[src/ovpc_pkg.sv]
// Constants and types for the over-voltage protection setup block
`default_nettype none
package ovpc_pkg;
  // Register map
  localparam logic [7:0] SETUP_OFS = 8'h0d;
  localparam logic [7:0] SETUP_RST = 8'h00;
  localparam logic [7:0] UNMAPPED_RD = 8'h00;
  // Field positions
  localparam int IN_HYS_BIT = 7;
  localparam int IN_THR_LSB = 5;
  localparam int OUT_REC_BIT = 4;
  localparam int OUT_THR_LSB = 2;
  localparam int FB_CON_BIT = 1;
  localparam int MODE_BIT = 0;
  // Serial bus address of the device, arbitrary
  localparam logic [6:0] DEV_ADDR = 7'h20;
  // Timing
  localparam int CLK_PERIOD_NS = 10;
  localparam int RETRY_DELAY_NS = 2000;
  localparam int RETRY_DELAY_CYC =
    (RETRY_DELAY_NS + CLK_PERIOD_NS - 1) / CLK_PERIOD_NS;
  localparam int SYNC_W = 5;
  // Serial bus slave states
  typedef enum logic [3:0] {
    I_IDLE, I_ADDR, I_AACK, I_PTR, I_PACK, I_WDATA, I_WACK, I_RDATA, I_RACK
  } ovpc_i2c_t;
  // Protection states
  typedef enum logic [1:0] {
    PR_OFF, PR_RUN, PR_STOP, PR_LATCH
  } ovpc_prot_t;
endpackage
`default_nettype wire

[src/ovpc_sync.sv]
// Two-flop synchroniser for a group of asynchronous inputs
`timescale 1ns/1ns
`default_nettype none
module ovpc_sync #(
  parameter int W = 1
) (
  input wire logic sys_clk,
  input wire logic rstn,
  input wire logic ce,
  input wire logic [W-1:0] d,
  output logic [W-1:0] q
);
  typedef struct packed {
    logic [W-1:0] s1;
    logic [W-1:0] s2;
  } ovpc_sync_t;

  ovpc_sync_t st_r;
  ovpc_sync_t st_nxt;

  // First stage is read by the second stage only
  always_comb begin
    st_nxt = st_r;
    st_nxt.s1 = d;
    st_nxt.s2 = st_r.s1;
  end

  // State register, frozen while the enable is low
  always_ff @(posedge sys_clk or negedge rstn) begin
    if (!rstn) begin
      st_r <= '0;
    end else if (ce) begin
      st_r <= st_nxt;
    end
  end

  assign q = st_r.s2;
endmodule
`default_nettype wire

[src/ovpc_top.sv]
// Over-voltage protection setup register with serial slave and OV handling
`timescale 1ns/1ns
`default_nettype none
module ovpc_top #(
  parameter int RETRY_CYC = ovpc_pkg::RETRY_DELAY_CYC
) (
  input wire logic sys_clk,
  input wire logic rstn,
  input wire logic ce,
  input wire logic scl_pin,
  input wire logic sda_pin_in,
  output logic sda_pin_out,
  output logic sda_pin_oe_n,
  input wire logic enable_pin,
  input wire logic vin_ov_cmp,
  input wire logic vout_ov_cmp,
  output logic input_ov_hysteresis_sel,
  output logic [1:0] input_ov_threshold_sel,
  output logic output_ov_recovery_sel,
  output logic [1:0] output_ov_threshold_sel,
  output logic feedback_pin_connect,
  output logic output_ov_response_mode,
  output logic switch_enable,
  output logic soft_start_req,
  output logic hiccup_active,
  output logic latched_off
);
  typedef struct packed {
    logic [7:0] setup;
    logic scl_q;
    logic sda_q;
    ovpc_pkg::ovpc_i2c_t ist;
    logic [2:0] bcnt;
    logic [7:0] sh;
    logic [7:0] ptr;
    logic rw;
    logic drv_low;
    logic ack_ok;
    ovpc_pkg::ovpc_prot_t pst;
    logic [15:0] dly;
    logic retried;
    logic hiccup;
    logic sw_en;
    logic ss_req;
  } ovpc_state_t;

  localparam ovpc_state_t ST_RST = '{
    setup: ovpc_pkg::SETUP_RST, scl_q: 1'h1, sda_q: 1'h1,
    ist: ovpc_pkg::I_IDLE, bcnt: 3'h0, sh: 8'h00, ptr: 8'h00,
    rw: 1'h0, drv_low: 1'h0, ack_ok: 1'h0, pst: ovpc_pkg::PR_OFF,
    dly: 16'h0000, retried: 1'h0, hiccup: 1'h0, sw_en: 1'h0,
    ss_req: 1'h0};

  ovpc_state_t st_r;
  ovpc_state_t st_nxt;
  logic [ovpc_pkg::SYNC_W-1:0] sync_q;
  logic scl_s, sda_s, en_s, vin_s, vout_s;
  logic scl_rise, scl_fall, start_det, stop_det;
  logic [7:0] rx_byte, rd_byte;
  logic wr_fire;

  // All pins cross into the clock domain before use; bus lines cross
  // inverted so the synchroniser's reset matches their idle high level
  // and no false edge is seen after reset
  ovpc_sync #(
    .W(ovpc_pkg::SYNC_W)
  ) u_sync (
    .sys_clk(sys_clk),
    .rstn(rstn),
    .ce(ce),
    .d({~scl_pin, ~sda_pin_in, enable_pin, vin_ov_cmp, vout_ov_cmp}),
    .q(sync_q)
  );

  // Bus edge and condition decode on synchronised levels
  assign {scl_s, sda_s, en_s, vin_s, vout_s} = sync_q ^ 5'h18;
  assign scl_rise = scl_s && !st_r.scl_q;
  assign scl_fall = !scl_s && st_r.scl_q;
  assign start_det = scl_s && st_r.scl_q && st_r.sda_q && !sda_s;
  assign stop_det = scl_s && st_r.scl_q && !st_r.sda_q && sda_s;
  assign rx_byte = {st_r.sh[6:0], sda_s};
  // Only the setup register lives here; other addresses read as zero
  assign rd_byte = (st_r.ptr == ovpc_pkg::SETUP_OFS) ?
                   st_r.setup : ovpc_pkg::UNMAPPED_RD;
  assign wr_fire = scl_rise && (st_r.ist == ovpc_pkg::I_WDATA) &&
                   (st_r.bcnt == 3'h7) && (st_r.ptr == ovpc_pkg::SETUP_OFS);

  // Next-state logic for bus slave and protection sequencer
  always_comb begin
    st_nxt = st_r;
    st_nxt.scl_q = scl_s;
    st_nxt.sda_q = sda_s;
    st_nxt.ss_req = 1'h0;
    if (start_det) begin
      st_nxt.ist = ovpc_pkg::I_ADDR;
      st_nxt.bcnt = 3'h0;
      st_nxt.drv_low = 1'h0;
    end else if (stop_det) begin
      st_nxt.ist = ovpc_pkg::I_IDLE;
      st_nxt.drv_low = 1'h0;
    end else if (scl_rise) begin
      unique case (st_r.ist)
        ovpc_pkg::I_ADDR, ovpc_pkg::I_PTR, ovpc_pkg::I_WDATA: begin
          st_nxt.sh = rx_byte;
          st_nxt.bcnt = st_r.bcnt + 3'h1;
          if (st_r.bcnt == 3'h7) begin
            if (st_r.ist == ovpc_pkg::I_ADDR) begin
              st_nxt.rw = rx_byte[0];
              st_nxt.ist = (rx_byte[7:1] == ovpc_pkg::DEV_ADDR) ?
                           ovpc_pkg::I_AACK : ovpc_pkg::I_IDLE;
            end else if (st_r.ist == ovpc_pkg::I_PTR) begin
              st_nxt.ptr = rx_byte;
              st_nxt.ist = ovpc_pkg::I_PACK;
            end else begin
              if (wr_fire) begin
                st_nxt.setup = rx_byte;
              end
              st_nxt.ptr = st_r.ptr + 8'h01;
              st_nxt.ist = ovpc_pkg::I_WACK;
            end
          end
        end
        ovpc_pkg::I_RACK: st_nxt.ack_ok = !sda_s;
        ovpc_pkg::I_IDLE, ovpc_pkg::I_AACK, ovpc_pkg::I_PACK,
        ovpc_pkg::I_WACK, ovpc_pkg::I_RDATA: begin
        end
        default: st_nxt.ist = ovpc_pkg::I_IDLE;
      endcase
    end else if (scl_fall) begin
      unique case (st_r.ist)
        ovpc_pkg::I_AACK, ovpc_pkg::I_PACK, ovpc_pkg::I_WACK: begin
          if (!st_r.drv_low) begin
            st_nxt.drv_low = 1'h1;
          end else begin
            st_nxt.drv_low = 1'h0;
            st_nxt.bcnt = 3'h0;
            if (st_r.ist == ovpc_pkg::I_AACK && st_r.rw) begin
              st_nxt.sh = rd_byte;
              st_nxt.drv_low = !rd_byte[7];
              st_nxt.ptr = st_r.ptr + 8'h01;
              st_nxt.ist = ovpc_pkg::I_RDATA;
            end else if (st_r.ist == ovpc_pkg::I_AACK) begin
              st_nxt.ist = ovpc_pkg::I_PTR;
            end else begin
              st_nxt.ist = ovpc_pkg::I_WDATA;
            end
          end
        end
        ovpc_pkg::I_RDATA: begin
          if (st_r.bcnt == 3'h7) begin
            st_nxt.drv_low = 1'h0;
            st_nxt.ack_ok = 1'h0;
            st_nxt.ist = ovpc_pkg::I_RACK;
          end else begin
            st_nxt.bcnt = st_r.bcnt + 3'h1;
            st_nxt.sh = {st_r.sh[6:0], 1'h0};
            st_nxt.drv_low = !st_r.sh[6];
          end
        end
        ovpc_pkg::I_RACK: begin
          if (st_r.ack_ok) begin
            st_nxt.sh = rd_byte;
            st_nxt.drv_low = !rd_byte[7];
            st_nxt.bcnt = 3'h0;
            st_nxt.ptr = st_r.ptr + 8'h01;
            st_nxt.ist = ovpc_pkg::I_RDATA;
          end else begin
            st_nxt.ist = ovpc_pkg::I_IDLE;
          end
        end
        ovpc_pkg::I_IDLE, ovpc_pkg::I_ADDR, ovpc_pkg::I_PTR,
        ovpc_pkg::I_WDATA: begin
        end
        default: st_nxt.ist = ovpc_pkg::I_IDLE;
      endcase
    end

    // Output over-voltage sequencer; mode is sampled at each trip
    unique case (st_r.pst)
      ovpc_pkg::PR_OFF: begin
        if (en_s) begin
          st_nxt.pst = ovpc_pkg::PR_RUN;
          st_nxt.ss_req = 1'h1;
          st_nxt.retried = 1'h0;
          st_nxt.hiccup = 1'h0;
        end
      end
      ovpc_pkg::PR_RUN: begin
        if (!en_s) begin
          st_nxt.pst = ovpc_pkg::PR_OFF;
        end else if (vout_s) begin
          if (st_r.setup[ovpc_pkg::MODE_BIT]) begin
            st_nxt.pst = ovpc_pkg::PR_LATCH;
          end else begin
            st_nxt.pst = ovpc_pkg::PR_STOP;
            st_nxt.dly = 16'h0000;
            if (st_r.retried) begin
              st_nxt.hiccup = 1'h1;
            end
          end
        end
      end
      ovpc_pkg::PR_STOP: begin
        if (!en_s) begin
          st_nxt.pst = ovpc_pkg::PR_OFF;
        end else if (st_r.dly == 16'(RETRY_CYC - 1)) begin
          st_nxt.pst = ovpc_pkg::PR_RUN;
          st_nxt.ss_req = 1'h1;
          st_nxt.retried = 1'h1;
        end else begin
          st_nxt.dly = st_r.dly + 16'h0001;
        end
      end
      ovpc_pkg::PR_LATCH: begin
        // only an enable low releases the latch
        if (!en_s) begin
          st_nxt.pst = ovpc_pkg::PR_OFF;
        end
      end
    endcase
    // input OV gates switching without touching the sequencer
    st_nxt.sw_en = (st_nxt.pst == ovpc_pkg::PR_RUN) && !vin_s;
  end

  // State register, frozen while the enable is low
  always_ff @(posedge sys_clk or negedge rstn) begin
    if (!rstn) begin
      st_r <= ST_RST;
    end else if (ce) begin
      st_r <= st_nxt;
    end
  end

  // Field and status outputs straight from flops; latched_off is decoded from the state flops
  // input hysteresis select
  assign input_ov_hysteresis_sel = st_r.setup[ovpc_pkg::IN_HYS_BIT];
  assign input_ov_threshold_sel = st_r.setup[ovpc_pkg::IN_THR_LSB+:2];
  assign output_ov_recovery_sel = st_r.setup[ovpc_pkg::OUT_REC_BIT];
  assign output_ov_threshold_sel = st_r.setup[ovpc_pkg::OUT_THR_LSB+:2];
  assign feedback_pin_connect = st_r.setup[ovpc_pkg::FB_CON_BIT];
  assign output_ov_response_mode = st_r.setup[ovpc_pkg::MODE_BIT];
  assign switch_enable = st_r.sw_en;
  assign soft_start_req = st_r.ss_req;
  assign hiccup_active = st_r.hiccup;
  assign latched_off = st_r.pst == ovpc_pkg::PR_LATCH;
  // Open drain: the pin is only ever pulled low
  assign sda_pin_out = 1'h0;
  assign sda_pin_oe_n = !st_r.drv_low;
endmodule
`default_nettype wire

[config.mk]
export PLATFORM = sky130hd
export DESIGN_NAME = ovpc_top
export DESIGN_NICKNAME = d
export VERILOG_FILES = /design/src/ovpc_pkg.sv /design/src/ovpc_sync.sv /design/src/ovpc_top.sv
export SDC_FILE = /design/constraint.sdc
export NUM_CORES = 1
export LEC_CHECK = 0
export BUFFER_PORTS_ARGS = -buffer_cell sky130_fd_sc_hd__buf_2
export CAP_MARGIN = 20
export CELL_PAD_IN_SITES_DETAIL_PLACEMENT = 1
export CELL_PAD_IN_SITES_GLOBAL_PLACEMENT = 2
export CORE_MARGIN = 1
export CORE_UTILIZATION = 40
export CTS_BUF_LIST = sky130_fd_sc_hd__clkbuf_16
export DETAILED_ROUTE_END_ITERATION = 16
export PLACE_DENSITY_LB_ADDON = 0.1
export SLEW_MARGIN = 10
export SYNTH_ARGS = -nofsm -noshare
export SYNTH_HDL_FRONTEND = slang
export SYNTH_SLANG_ARGS = --single-unit
[constraint.sdc]
create_clock -name sys_clk -period 6.45 [get_ports sys_clk]
set_input_delay 0 -clock sys_clk [delete_from_list [all_inputs] [get_ports sys_clk]]
set_output_delay 0 -clock sys_clk [all_outputs]
set_load 0.01 [all_outputs]
==> run_results.csv, run 1 <==
group,metric,value,unit
place,portBuffers,20,
critical_path,slowest_delay,0.87,ns
floorplan,initial_utilization,41.2,%
sta,max_freq,334,MHz
critical_path,r2r-start,"u_sync.q[4]$_DFFE_PN0P_",
synthesis,syn_area,4020,um^2
synthesis,synth.distinct_cells,68,
cells_and_area,layout.nets,434,
cells_and_area,diodes,0,
hold_path,min_path_type,"in2reg",
sta,period_share,46.4,%
cells_and_area,final_cells,556,
detailed_routing,drc_errors,0,
detailed_routing,wl_met1,4.86,mm
global_routing,grt_antenna_before_repair,0,
synthesis,synth_warnings,0,
detailed_routing,dr_wl_met3,260,um
hold_path,hold-path-cell-count,3,
detailed_routing,postRouteAntennaNets,0,
synthesis,synth_seq_cells,67,
cells_and_area,fillers,1136,
detailed_routing,vias,3257,
detailed_routing,top_layer,"met4",
floorplan,fp.coreArea,9770,um^2
sta,finalWorstSetupSlack,3.46,ns
synthesis,syn-instance-count,408,
detailed_routing,wl,10.5,mm
synthesis,synthTopCellsByArea,"dfrtp_1 (40%), mux2_2 (7.6%), nor2_1 (3.0%)",
sta,layout_min_cycle_time,2.99,ns
cts,cts_resized,0,
detailed_routing,vias_per_cell,5.86,
detailed_routing,wl_per_cell,18.8,um
critical_path,worstPathCellList,"inv_1 > ha_1 > o41a_1 > nand2_1 > nor3_2 > mux2_2",
global_routing,grt_pass1_wl,17.6,mm
place,hpwlAfterDp,7.23,mm
cells_and_area,utilization,45.8,%
sta,tightest_slew,1.05,ns
detailed_routing,dr_wl_met2,5.19,mm
cells_and_area,area_growth,11.2,%
synthesis,synth_commonest_cells,"dfrtp_1 (65), nor2_1 (32), mux2_2 (27)",
synthesis,synth_area_per_cell,9.86,um^2
critical_path,critPathArrivalTime,3.20,ns
critical_path,slowest_stage,"ha_1",
floorplan,row_count,36,
power_and_ir_drop,power.density,278,nW/um^2
critical_path,cp-end-kind,"flip-flop",
critical_path,crit_cells,6,
power_and_ir_drop,total_power,1.24,mW
sta,slew_headroom,29.8,%
cts,cts_buffer_depth,2,
run,drv_cap,0,
sta,setup_viol,0,
hold_path,hold_end,"st_r[49]$_DFFE_PN1P_",
cts,clkTransAtPathRegs,0.06,ns
floorplan,die-area,10500,um^2
global_routing,grt_usage,22.1,%
cts,cts_tree,"done",
synthesis,synth_edf_count,0,
critical_path,reg2reg_to,"rx_byte[2]$_DFFE_PN0P_",
status,status,"completed",
synthesis,syn-num-nets,424,
critical_path,cp.required,6.66,ns
global_routing,grt_pass1_vias,3395,
place,globalplace.congestion,0.836,
cts,clk_latency,0.33,ns
sta,tns,0,ns
critical_path,rrSetupSlack,3.46,ns
critical_path,r2r_cells,6,
global_routing,overflow,0,
synthesis,synth_top_area_share,40.4,%
synthesis,synth_top_flop_cell,"dfrtp_1",
sta,report.final.slew_viol_count,0,
synthesis,synth_top_area_cell,"dfrtp_1",
place,place_ws,3.43,ns
floorplan,die_h,102,um
synthesis,ys_async_sr_fraction,100,%
cts,cts_made_buffers,9,
hold_path,hold_start,"ce",
sta,hold_viol_final,0,
floorplan,ioPinCount,22,
detailed_routing,dr.first_iter.drc_count,98,
global_routing,grt_max_degree,68,
detailed_routing,dr.pass1.iters,4,
cts,h-tree-depth,3,
synthesis,seq_area_frac_synth,41.7,%
critical_path,crit_family,"adder cells",
sta,fin_skew,0.00652,ns
cells_and_area,layout-drive-gt1-share,17.5,%
place,dp.cells,534,
sta,rsz0062_at_grt,"no",
cts,cts_root_buffer,"clkbuf_16",
power_and_ir_drop,cellLeakagePower,1.91,nW
critical_path,cp_max_fo,30,
critical_path,path_buf_inv,1,
cts,numClockSinks,67,
power_and_ir_drop,worst_ir_drop_vdd,0.140,mV
floorplan,die_w,102,um
synthesis,synth_most_common_cell,"dfrtp_1",
critical_path,critPathKind,"reg2reg",
cells_and_area,ff_latch_area,1680,um^2
critical_path,worst_setup_path_start_kind,"flip-flop",
cells_and_area,multi_input_area,2110,um^2
placed cells by master (no fill, tap or decap), types with 8 or more instances in the layout:
cell and n:
a21oi_1 18, nor3_1 9, mux2_2 27, ha_1 8, nor2_1 32, buf_2 20
dfrtp_1 65, nand2_1 22, clkbuf_16 9, and3_1 10, o21ai_0 21, nand3_1 17
inv_1 16
report_power, final:
| part | internal, mW | switching, mW | total [mW] |
|---|---|---|---|
| clock network | 0.298 | 0.195 | 0.493 |
| registers | 0.460 | 0.0571 | 0.517 |
| logic | 0.0891 | 0.144 | 0.233 |
layout make-up:
type / instances / area share [%]
clock buffer: 9 / 5.03
clock inverter: 7 / 1.51
inverter: 16 / 1.34
multi-input combinational: 297 / 47.1
sequential: 67 / 37.5
tap: 133 / 3.72
timing repair buffer: 27 / 3.75
worst max path at each step:
stage	startpoint	end
final	u_sync.q[4]$_DFFE_PN0P_	rx_byte[2]$_DFFE_PN0P_
after floorplan	st_r[49]$_DFFE_PN1P_	st_r[25]$_DFFE_PN0P_
after detailed placement	u_sync.q[4]$_DFFE_PN0P_	rx_byte[2]$_DFFE_PN0P_
after global routing	u_sync.q[4]$_DFFE_PN0P_	rx_byte[2]$_DFFE_PN0P_
after global placement	u_sync.q[4]$_DFFE_PN0P_	st_r[25]$_DFFE_PN0P_
after CTS	u_sync.q[4]$_DFFE_PN0P_	rx_byte[2]$_DFFE_PN0P_
per-layer routing:
| layer | GRT usage (%) | vias up |
|---|---|---|
| met5 | 0 | - |
| met4 | 7.58 | 0 |
| met3 | 4.72 | 15 |
| met2 | 36.9 | 43 |
| met1 | 28.4 | 1645 |
| li1 | - | 1554 |
kinds of logic after synthesis:
kind of cell    Yosys count  share of synthesized area (%)
flops                    67                           41.7
xor+xnor                 10                           2.18
simple gates            140                           19.4
fa+ha+maj                 9                           2.74
other cells               1                         0.0932
mux                      29                           8.18
buf+inv                  44                           5.88
compound gates          108                           19.8
worst register-to-register path, stage by stage (launching register included):
cell and delay, ns:
dfrtp_1 0.40, inv_1 0.11, ha_1 0.87, o41a_1 0.32
nand2_1 0.23, nor3_2 0.54, mux2_2 0.40
sequential cells by signal, indices dropped and copies added (netlist names):
register / cells
rx_byte: 7
hiccup_active: 1
input_ov_threshold_sel: 2
u_sync.st_nxt: 5
input_ov_hysteresis_sel: 1
st_r: 39
output_ov_threshold_sel: 2
switch_enable: 1
output_ov_response_mode: 1
feedback_pin_connect: 1
u_sync.q: 5
output_ov_recovery_sel: 1
soft_start_req: 1
repair_timing:
action / 4_1_cts / 5_1_grt
hold buffers: 6 / 0
buffers inserted: 0 / 0
endpoints found under the hold margin: 70 / 0
metrics by stage:
step	area [um^2]	hold WS (ns)
after CTS	4470	0.115
after detailed placement	4120	0.207
after floorplan	4020	-0.296
after global routing	4470	0.137
after global placement	4120	0.183
final	4470	0.116
Note: power is estimated with default switching activity, not from simulation.
==> inputs of run 2 (changes only) <==
==> constraint.sdc (replaced) <==
create_clock -name sys_clk -period 2.8 [get_ports sys_clk]
set_input_delay 0 -clock sys_clk [delete_from_list [all_inputs] [get_ports sys_clk]]
set_output_delay 0 -clock sys_clk [all_outputs]
set_load 0.01 [all_outputs]
==> run 2 against run 1 <==
Against the previous run:
- clock skew grew 0.0012 ns
- via count rose by 2.8%
- worst hold slack lost 0.021 ns
- clock power increased by 150%
- global-route usage increased by 1.1 points
- design area grew 3.8%
- non-clock buffer count grew 18
- register-to-register slack worse by 3.1 ns
- core utilization up 1.8 points
- flip-flop and latch count is the same
- sequential share of layout area down 1.4 points
- combinational power increased by 150%
- critical path type unchanged
- largest cell class unchanged
- highest routed layer unchanged
==> run_results.csv, run 2 (synthesis results as in run 1) <==
group,metric,value,unit
power_and_ir_drop,power.density,644,nW/um^2
detailed_routing,drc_errors,0,
power_and_ir_drop,cellLeakagePower,2.01,nW
hold_path,min_path_type,"in2reg",
cts,cts_buffer_depth,2,
cts,numClockSinks,67,
cells_and_area,layout-drive-gt1-share,20.6,%
critical_path,rrSetupSlack,0.33,ns
cells_and_area,layout_common_cells,"dfrtp_1 (65), nor2_1 (32), mux2_2 (27), nand2_1 (22), o21ai_0 (21)",
cts,clkTransAtPathRegs,0.06,ns
cts,cts_resized,0,
status,status,"completed",
detailed_routing,wl,11.1,mm
cts,cts_tree,"done",
global_routing,grt_usage,23.2,%
place,place_ws,0.346,ns
sta,report.final.slew_viol_count,0,
detailed_routing,vias,3349,
floorplan,die_h,102,um
global_routing,overflow,0,
cells_and_area,ff_latch_area,1680,um^2
hold_path,hold_end,"u_sync.q[1]$_DFFE_PN0P_",
sta,finalWorstSetupSlack,0.332,ns
critical_path,critPathArrivalTime,2.68,ns
sta,setup_viol,0,
place,portBuffers,20,
critical_path,worst_setup_path_start_kind,"flip-flop",
critical_path,r2r-start,"st_r[49]$_DFFE_PN1P_",
sta,period_share,88.2,%
power_and_ir_drop,p_sw,0.919,mW
cells_and_area,fillers,1142,
sta,tns,0,ns
critical_path,cp_max_fo,15,
floorplan,fp.coreArea,9770,um^2
detailed_routing,dr.pass1.iters,4,
sta,slew_headroom,55.3,%
floorplan,die_w,102,um
global_routing,grt_max_degree,45,
critical_path,cp.required,3.02,ns
cells_and_area,diodes,0,
floorplan,initial_utilization,41.2,%
hold_path,hold_start,"ce",
critical_path,reg2reg_to,"st_r[31]$_DFFE_PN0P_",
cells_and_area,mostFrequentLayoutCell,"dfrtp_1",
sta,hold_viol_final,0,
sta,rsz0062_at_grt,"no",
place,globalplace.congestion,0.850,
cts,cts_made_buffers,9,
cts,post_cts.repair.setup_buffers,0,
detailed_routing,dr.first_iter.drc_count,111,
power_and_ir_drop,internal_power,2.07,mW
global_routing,grt_pass1_wl,18.5,mm
power_and_ir_drop,pwr-share-seq,39.9,%
run,drv_cap,0,
cts,clk_latency,0.33,ns
global_routing,grt_antenna_before_repair,0,
floorplan,die-area,10500,um^2
place,hpwlAfterDp,7.88,mm
floorplan,row_count,36,
cells_and_area,multi_input_area,2110,um^2
cells_and_area,largest_reg_flops,39,
floorplan,ioPinCount,22,
critical_path,r2r_cells,7,
critical_path,critPathKind,"reg2reg",
power_and_ir_drop,swShare,30.7,%
sta,max_freq,405,MHz
hold_path,hold-path-cell-count,2,
sta,tightest_slew,0.670,ns
cells_and_area,area_growth,15.5,%
power_and_ir_drop,worst_ir_drop_vdd,0.311,mV
critical_path,cp-end-kind,"flip-flop",
cts,h-tree-depth,3,
sta,fin_skew,0.00774,ns
global_routing,grt_pass1_vias,3533,
sta,layout_min_cycle_time,2.47,ns
cells_and_area,top_register,"st_r",
detailed_routing,postRouteAntennaNets,0,
power_and_ir_drop,p_comb_share,19.2,%
power_and_ir_drop,p_clk_share,40.9,%
detailed_routing,vias_per_cell,5.83,
cts,cts_root_buffer,"clkbuf_16",
cells_and_area,layout.nets,452,
detailed_routing,wl_per_cell,19.4,um
run 2: cell types whose count changed in the layout (fill, tap and decap cells not counted):
cell and delta:
bufinv_16 +1, buf_4 +17, clkinv_1 +1, clkinv_2 -2, buf_12 +1
run 2: metrics by stage:
stage	utilization (%)	std cells	total power, mW	cell area [um^2]	hold WS [ns]
final	47.5	574	2.99	4640	0.0950
after CTS	47.3	573	3.01	4620	0.0792
after global placement	43.5	551	1.76	4250	0.184
after floorplan	-	408	1.57	4020	-0.296
after global routing	47.5	574	3.16	4640	0.0921
after detailed placement	43.5	551	1.77	4250	0.183
run 2: routing by layer:
metal	vias up	track usage, %	wire, um
li1	1592	-	-
met1	1706	30.8	5270
met2	40	38.5	5460
met3	11	4.10	225
met4	0	7.36	157
met5	-	0	0
run 2: how the worst max path moves through the flow:
stage                                 start  cells past startpoint                   end  slack, ns
finish                 st_r[49]$_DFFE_PN1P_                      7  st_r[31]$_DFFE_PN0P_       0.33
global route        u_sync.q[4]$_DFFE_PN0P_                      9  st_r[32]$_DFFE_PN0P_       0.17
floorplan              st_r[49]$_DFFE_PN1P_                      8  st_r[25]$_DFFE_PN0P_       0.47
CTS                    st_r[49]$_DFFE_PN1P_                      7  st_r[31]$_DFFE_PN0P_       0.33
global placement       st_r[49]$_DFFE_PN1P_                      7  st_r[31]$_DFFE_PN0P_       0.39
detailed placement     st_r[49]$_DFFE_PN1P_                      7  st_r[31]$_DFFE_PN0P_       0.35
run 2: what timing repair did:
item | 4_1_cts | 5_1_grt
hold endpoints to repair | 45 | 0
hold buffers | 6 | 0
setup endpoints to repair | 0 | 0
run 2: power by group through the flow:
stage / Clock [mW] / Combinational [mW] / Sequential (mW)
floorplan: 0 / 0.424 / 1.15
global placement: 0 / 0.549 / 1.21
detailed placement: 0 / 0.567 / 1.21
CTS: 1.25 / 0.574 / 1.19
global route: 1.30 / 0.644 / 1.22
finish: 1.22 / 0.573 / 1.19
run 2: final cells by class:
cell class	instances	share of cell area, %
Multi-Input combinational cell	297	45.4
Sequential cell	67	36.2
Timing Repair Buffer	45	6.79
Clock buffer	9	4.85
Tap cell	133	3.58
Clock inverter	7	1.97
Inverter	16	1.29
run 2: worst max-delay path, cell delays in order, from the launching register on:
cell and delay, ns:
dfstp_2 0.56, inv_1 0.05, ha_1 0.38, o21ai_0 0.38
nand4_4 0.20, or3_1 0.43, buf_4 0.19, o22a_1 0.17
==> inputs of run 3 (changes only) <==
--- a/config.mk
+++ b/config.mk
@@ -13,6 +13,7 @@
 export CORE_UTILIZATION = 40
 export CTS_BUF_LIST = sky130_fd_sc_hd__clkbuf_16
 export DETAILED_ROUTE_END_ITERATION = 16
+export HOLD_SLACK_MARGIN = 0.12
 export PLACE_DENSITY_LB_ADDON = 0.1
 export SLEW_MARGIN = 10
 export SYNTH_ARGS = -nofsm -noshare
==> run 3 against run 2 <==
Against the previous run:
- wire length increased by 0.28%
- maximum frequency decreased by 0.20%
- core utilization up 0.41 points
- setup slack lost 0.0049 ns
- sequential share of layout area is 0.31 points lower
- clock power barely moved
- first-iteration DRC count is 23% lower
- clock skew barely moved
- sequential power is essentially flat
- via count is 0.69% higher
- largest power group unchanged
==> run_results.csv, run 3 (synthesis results as in run 1) <==
group,metric,value,unit
detailed_routing,vias,3372,
critical_path,cp-end-kind,"flip-flop",
sta,finalWorstSetupSlack,0.327,ns
critical_path,critPathKind,"reg2reg",
critical_path,worst_setup_path_start_kind,"flip-flop",
global_routing,grt_antenna_before_repair,0,
floorplan,row_count,36,
global_routing,use_met2,38.5,%
global_routing,grt_pass1_vias,3544,
power_and_ir_drop,power.density,641,nW/um^2
power_and_ir_drop,internal_power,2.08,mW
power_and_ir_drop,swShare,30.8,%
cells_and_area,top_register,"st_r",
cts,cts_tree,"done",
global_routing,overflow,0,
status,status,"completed",
cts,h-tree-depth,3,
global_routing,grt_max_degree,45,
global_routing,grt_pass1_wl,18.5,mm
sta,tns,0,ns
critical_path,cp.required,3.01,ns
detailed_routing,dr.pass1.iters,4,
sta,period_share,88.3,%
cts,clk_latency,0.33,ns
sta,layout_min_cycle_time,2.47,ns
cells_and_area,diodes,0,
critical_path,r2r-start,"st_r[49]$_DFFE_PN1P_",
critical_path,critPathArrivalTime,2.69,ns
power_and_ir_drop,p_clk_share,40.8,%
sta,tightest_slew,0.667,ns
global_routing,grt_usage,23.3,%
detailed_routing,wl,11.1,mm
place,place_ws,0.346,ns
floorplan,ioPinCount,22,
sta,hold_viol_final,0,
cells_and_area,utilization,47.9,%
place,globalplace.congestion,0.850,
cells_and_area,largest_reg_flops,39,
cells_and_area,layout.nets,456,
detailed_routing,postRouteAntennaNets,0,
floorplan,die_w,102,um
power_and_ir_drop,worst_ir_drop_vdd,0.311,mV
floorplan,fp.coreArea,9770,um^2
cts,cts_buffer_depth,2,
cells_and_area,mostFrequentLayoutCell,"dfrtp_1",
cts,clkTransAtPathRegs,0.06,ns
detailed_routing,wl_per_cell,19.3,um
sta,slew_headroom,55.6,%
sta,setup_viol,0,
critical_path,cp_max_fo,15,
critical_path,startpoint,"st_r[49]$_DFFE_PN1P_",
sta,timing.hold.ws,0.166,ns
global_routing,use_met1,30.9,%
global_routing,met3_usage,4.10,%
power_and_ir_drop,cellLeakagePower,2.03,nW
sta,fin_skew,0.00749,ns
detailed_routing,vias_per_cell,5.83,
hold_path,min_path_type,"in2async",
power_and_ir_drop,pwr-share-seq,39.8,%
floorplan,die_h,102,um
place,hpwlAfterDp,7.88,mm
cells_and_area,area_growth,16.5,%
power_and_ir_drop,p_comb_share,19.3,%
cts,numClockSinks,67,
sta,rsz0062_at_grt,"no",
detailed_routing,dr.first_iter.drc_count,85,
power_and_ir_drop,p_sw,0.925,mW
detailed_routing,drc_errors,0,
sta,max_freq,404,MHz
place,portBuffers,20,
global_routing,grt-busiest-layer,"met2",
sta,report.final.slew_viol_count,0,
cts,cts_made_buffers,9,
run,drv_cap,0,
floorplan,die-area,10500,um^2
floorplan,initial_utilization,41.2,%
cts,cts_root_buffer,"clkbuf_16",
cells_and_area,layout-drive-gt1-share,20.4,%
cells_and_area,layout_common_cells,"dfrtp_1 (65), nor2_1 (32), mux2_2 (27), nand2_1 (22), o21ai_0 (21)",
critical_path,rrSetupSlack,0.33,ns
## run 3: cell types whose count changed in the layout (fill, tap and decap cells not counted), sizes merged
cell / previous run / this run
dlygate4sd3: 6 / 10
## run 3: area by class of cell
class                           count  area [um^2]
Clock buffer                        9          225
Clock inverter                      7         91.3
Fill cell                        1141         5090
Inverter                           16         60.1
Multi-Input combinational cell    297         2110
Sequential cell                    67         1680
Tap cell                          133          166
Timing Repair Buffer               49          355
## run 3: worst paths after layout
| check | end | depth (start not counted) |
|---|---|---|
| setup / recovery | st_r[31]$_DFFE_PN0P_ | 7 |
| hold / removal | st_r[20]$_DFFE_PN0P_ | 2 |
| setup reg to reg | st_r[31]$_DFFE_PN0P_ | 7 |
| hold reg to reg | st_r[49]$_DFFE_PN1P_ | 1 |
| max in group asynchronous | rx_byte[3]$_DFFE_PN0P_ | 4 |
| min in group sys_clk | u_sync.st_nxt[4]$_DFFE_PN0P_ | 3 |
## run 3: what timing repair did
action                                 4_1_cts  5_1_grt
endpoints found under the hold margin       48        0
setup buffers                                0        0
hold buffers                                10        0
resized for setup                            0        0
## run 3: routing by layer
metal | vias to the layer above | part of all wire, %
met4 | 0 | 1.3
li1 | 1599 | -
met1 | 1725 | 48
met2 | 38 | 49
met5 | - | 0
met3 | 10 | 2.0
## run 3: power by group through the flow
| stage | Combinational (mW) | Sequential, mW | Clock [mW] |
|---|---|---|---|
| after global placement | 0.549 | 1.21 | 0 |
| after floorplan | 0.424 | 1.15 | 0 |
| final | 0.580 | 1.20 | 1.23 |
| after detailed placement | 0.567 | 1.21 | 0 |
| after CTS | 0.582 | 1.19 | 1.25 |
| after global routing | 0.651 | 1.22 | 1.30 |
## run 3: critical path: stages (launching register included)
cell and delay (ns):
dfstp_2 0.56, inv_1 0.05, ha_1 0.38, o21ai_0 0.38, nand4_4 0.20, or3_1 0.43, buf_4 0.19, o22a_1 0.17
## run 3: metrics by stage
step	instances	instance area, um^2	total power, mW
floorplan	408	4020	1.57
global placement	551	4250	1.76
detailed placement	551	4250	1.77
CTS	577	4660	3.02
global route	578	4680	3.17
finish	578	4680	3.00
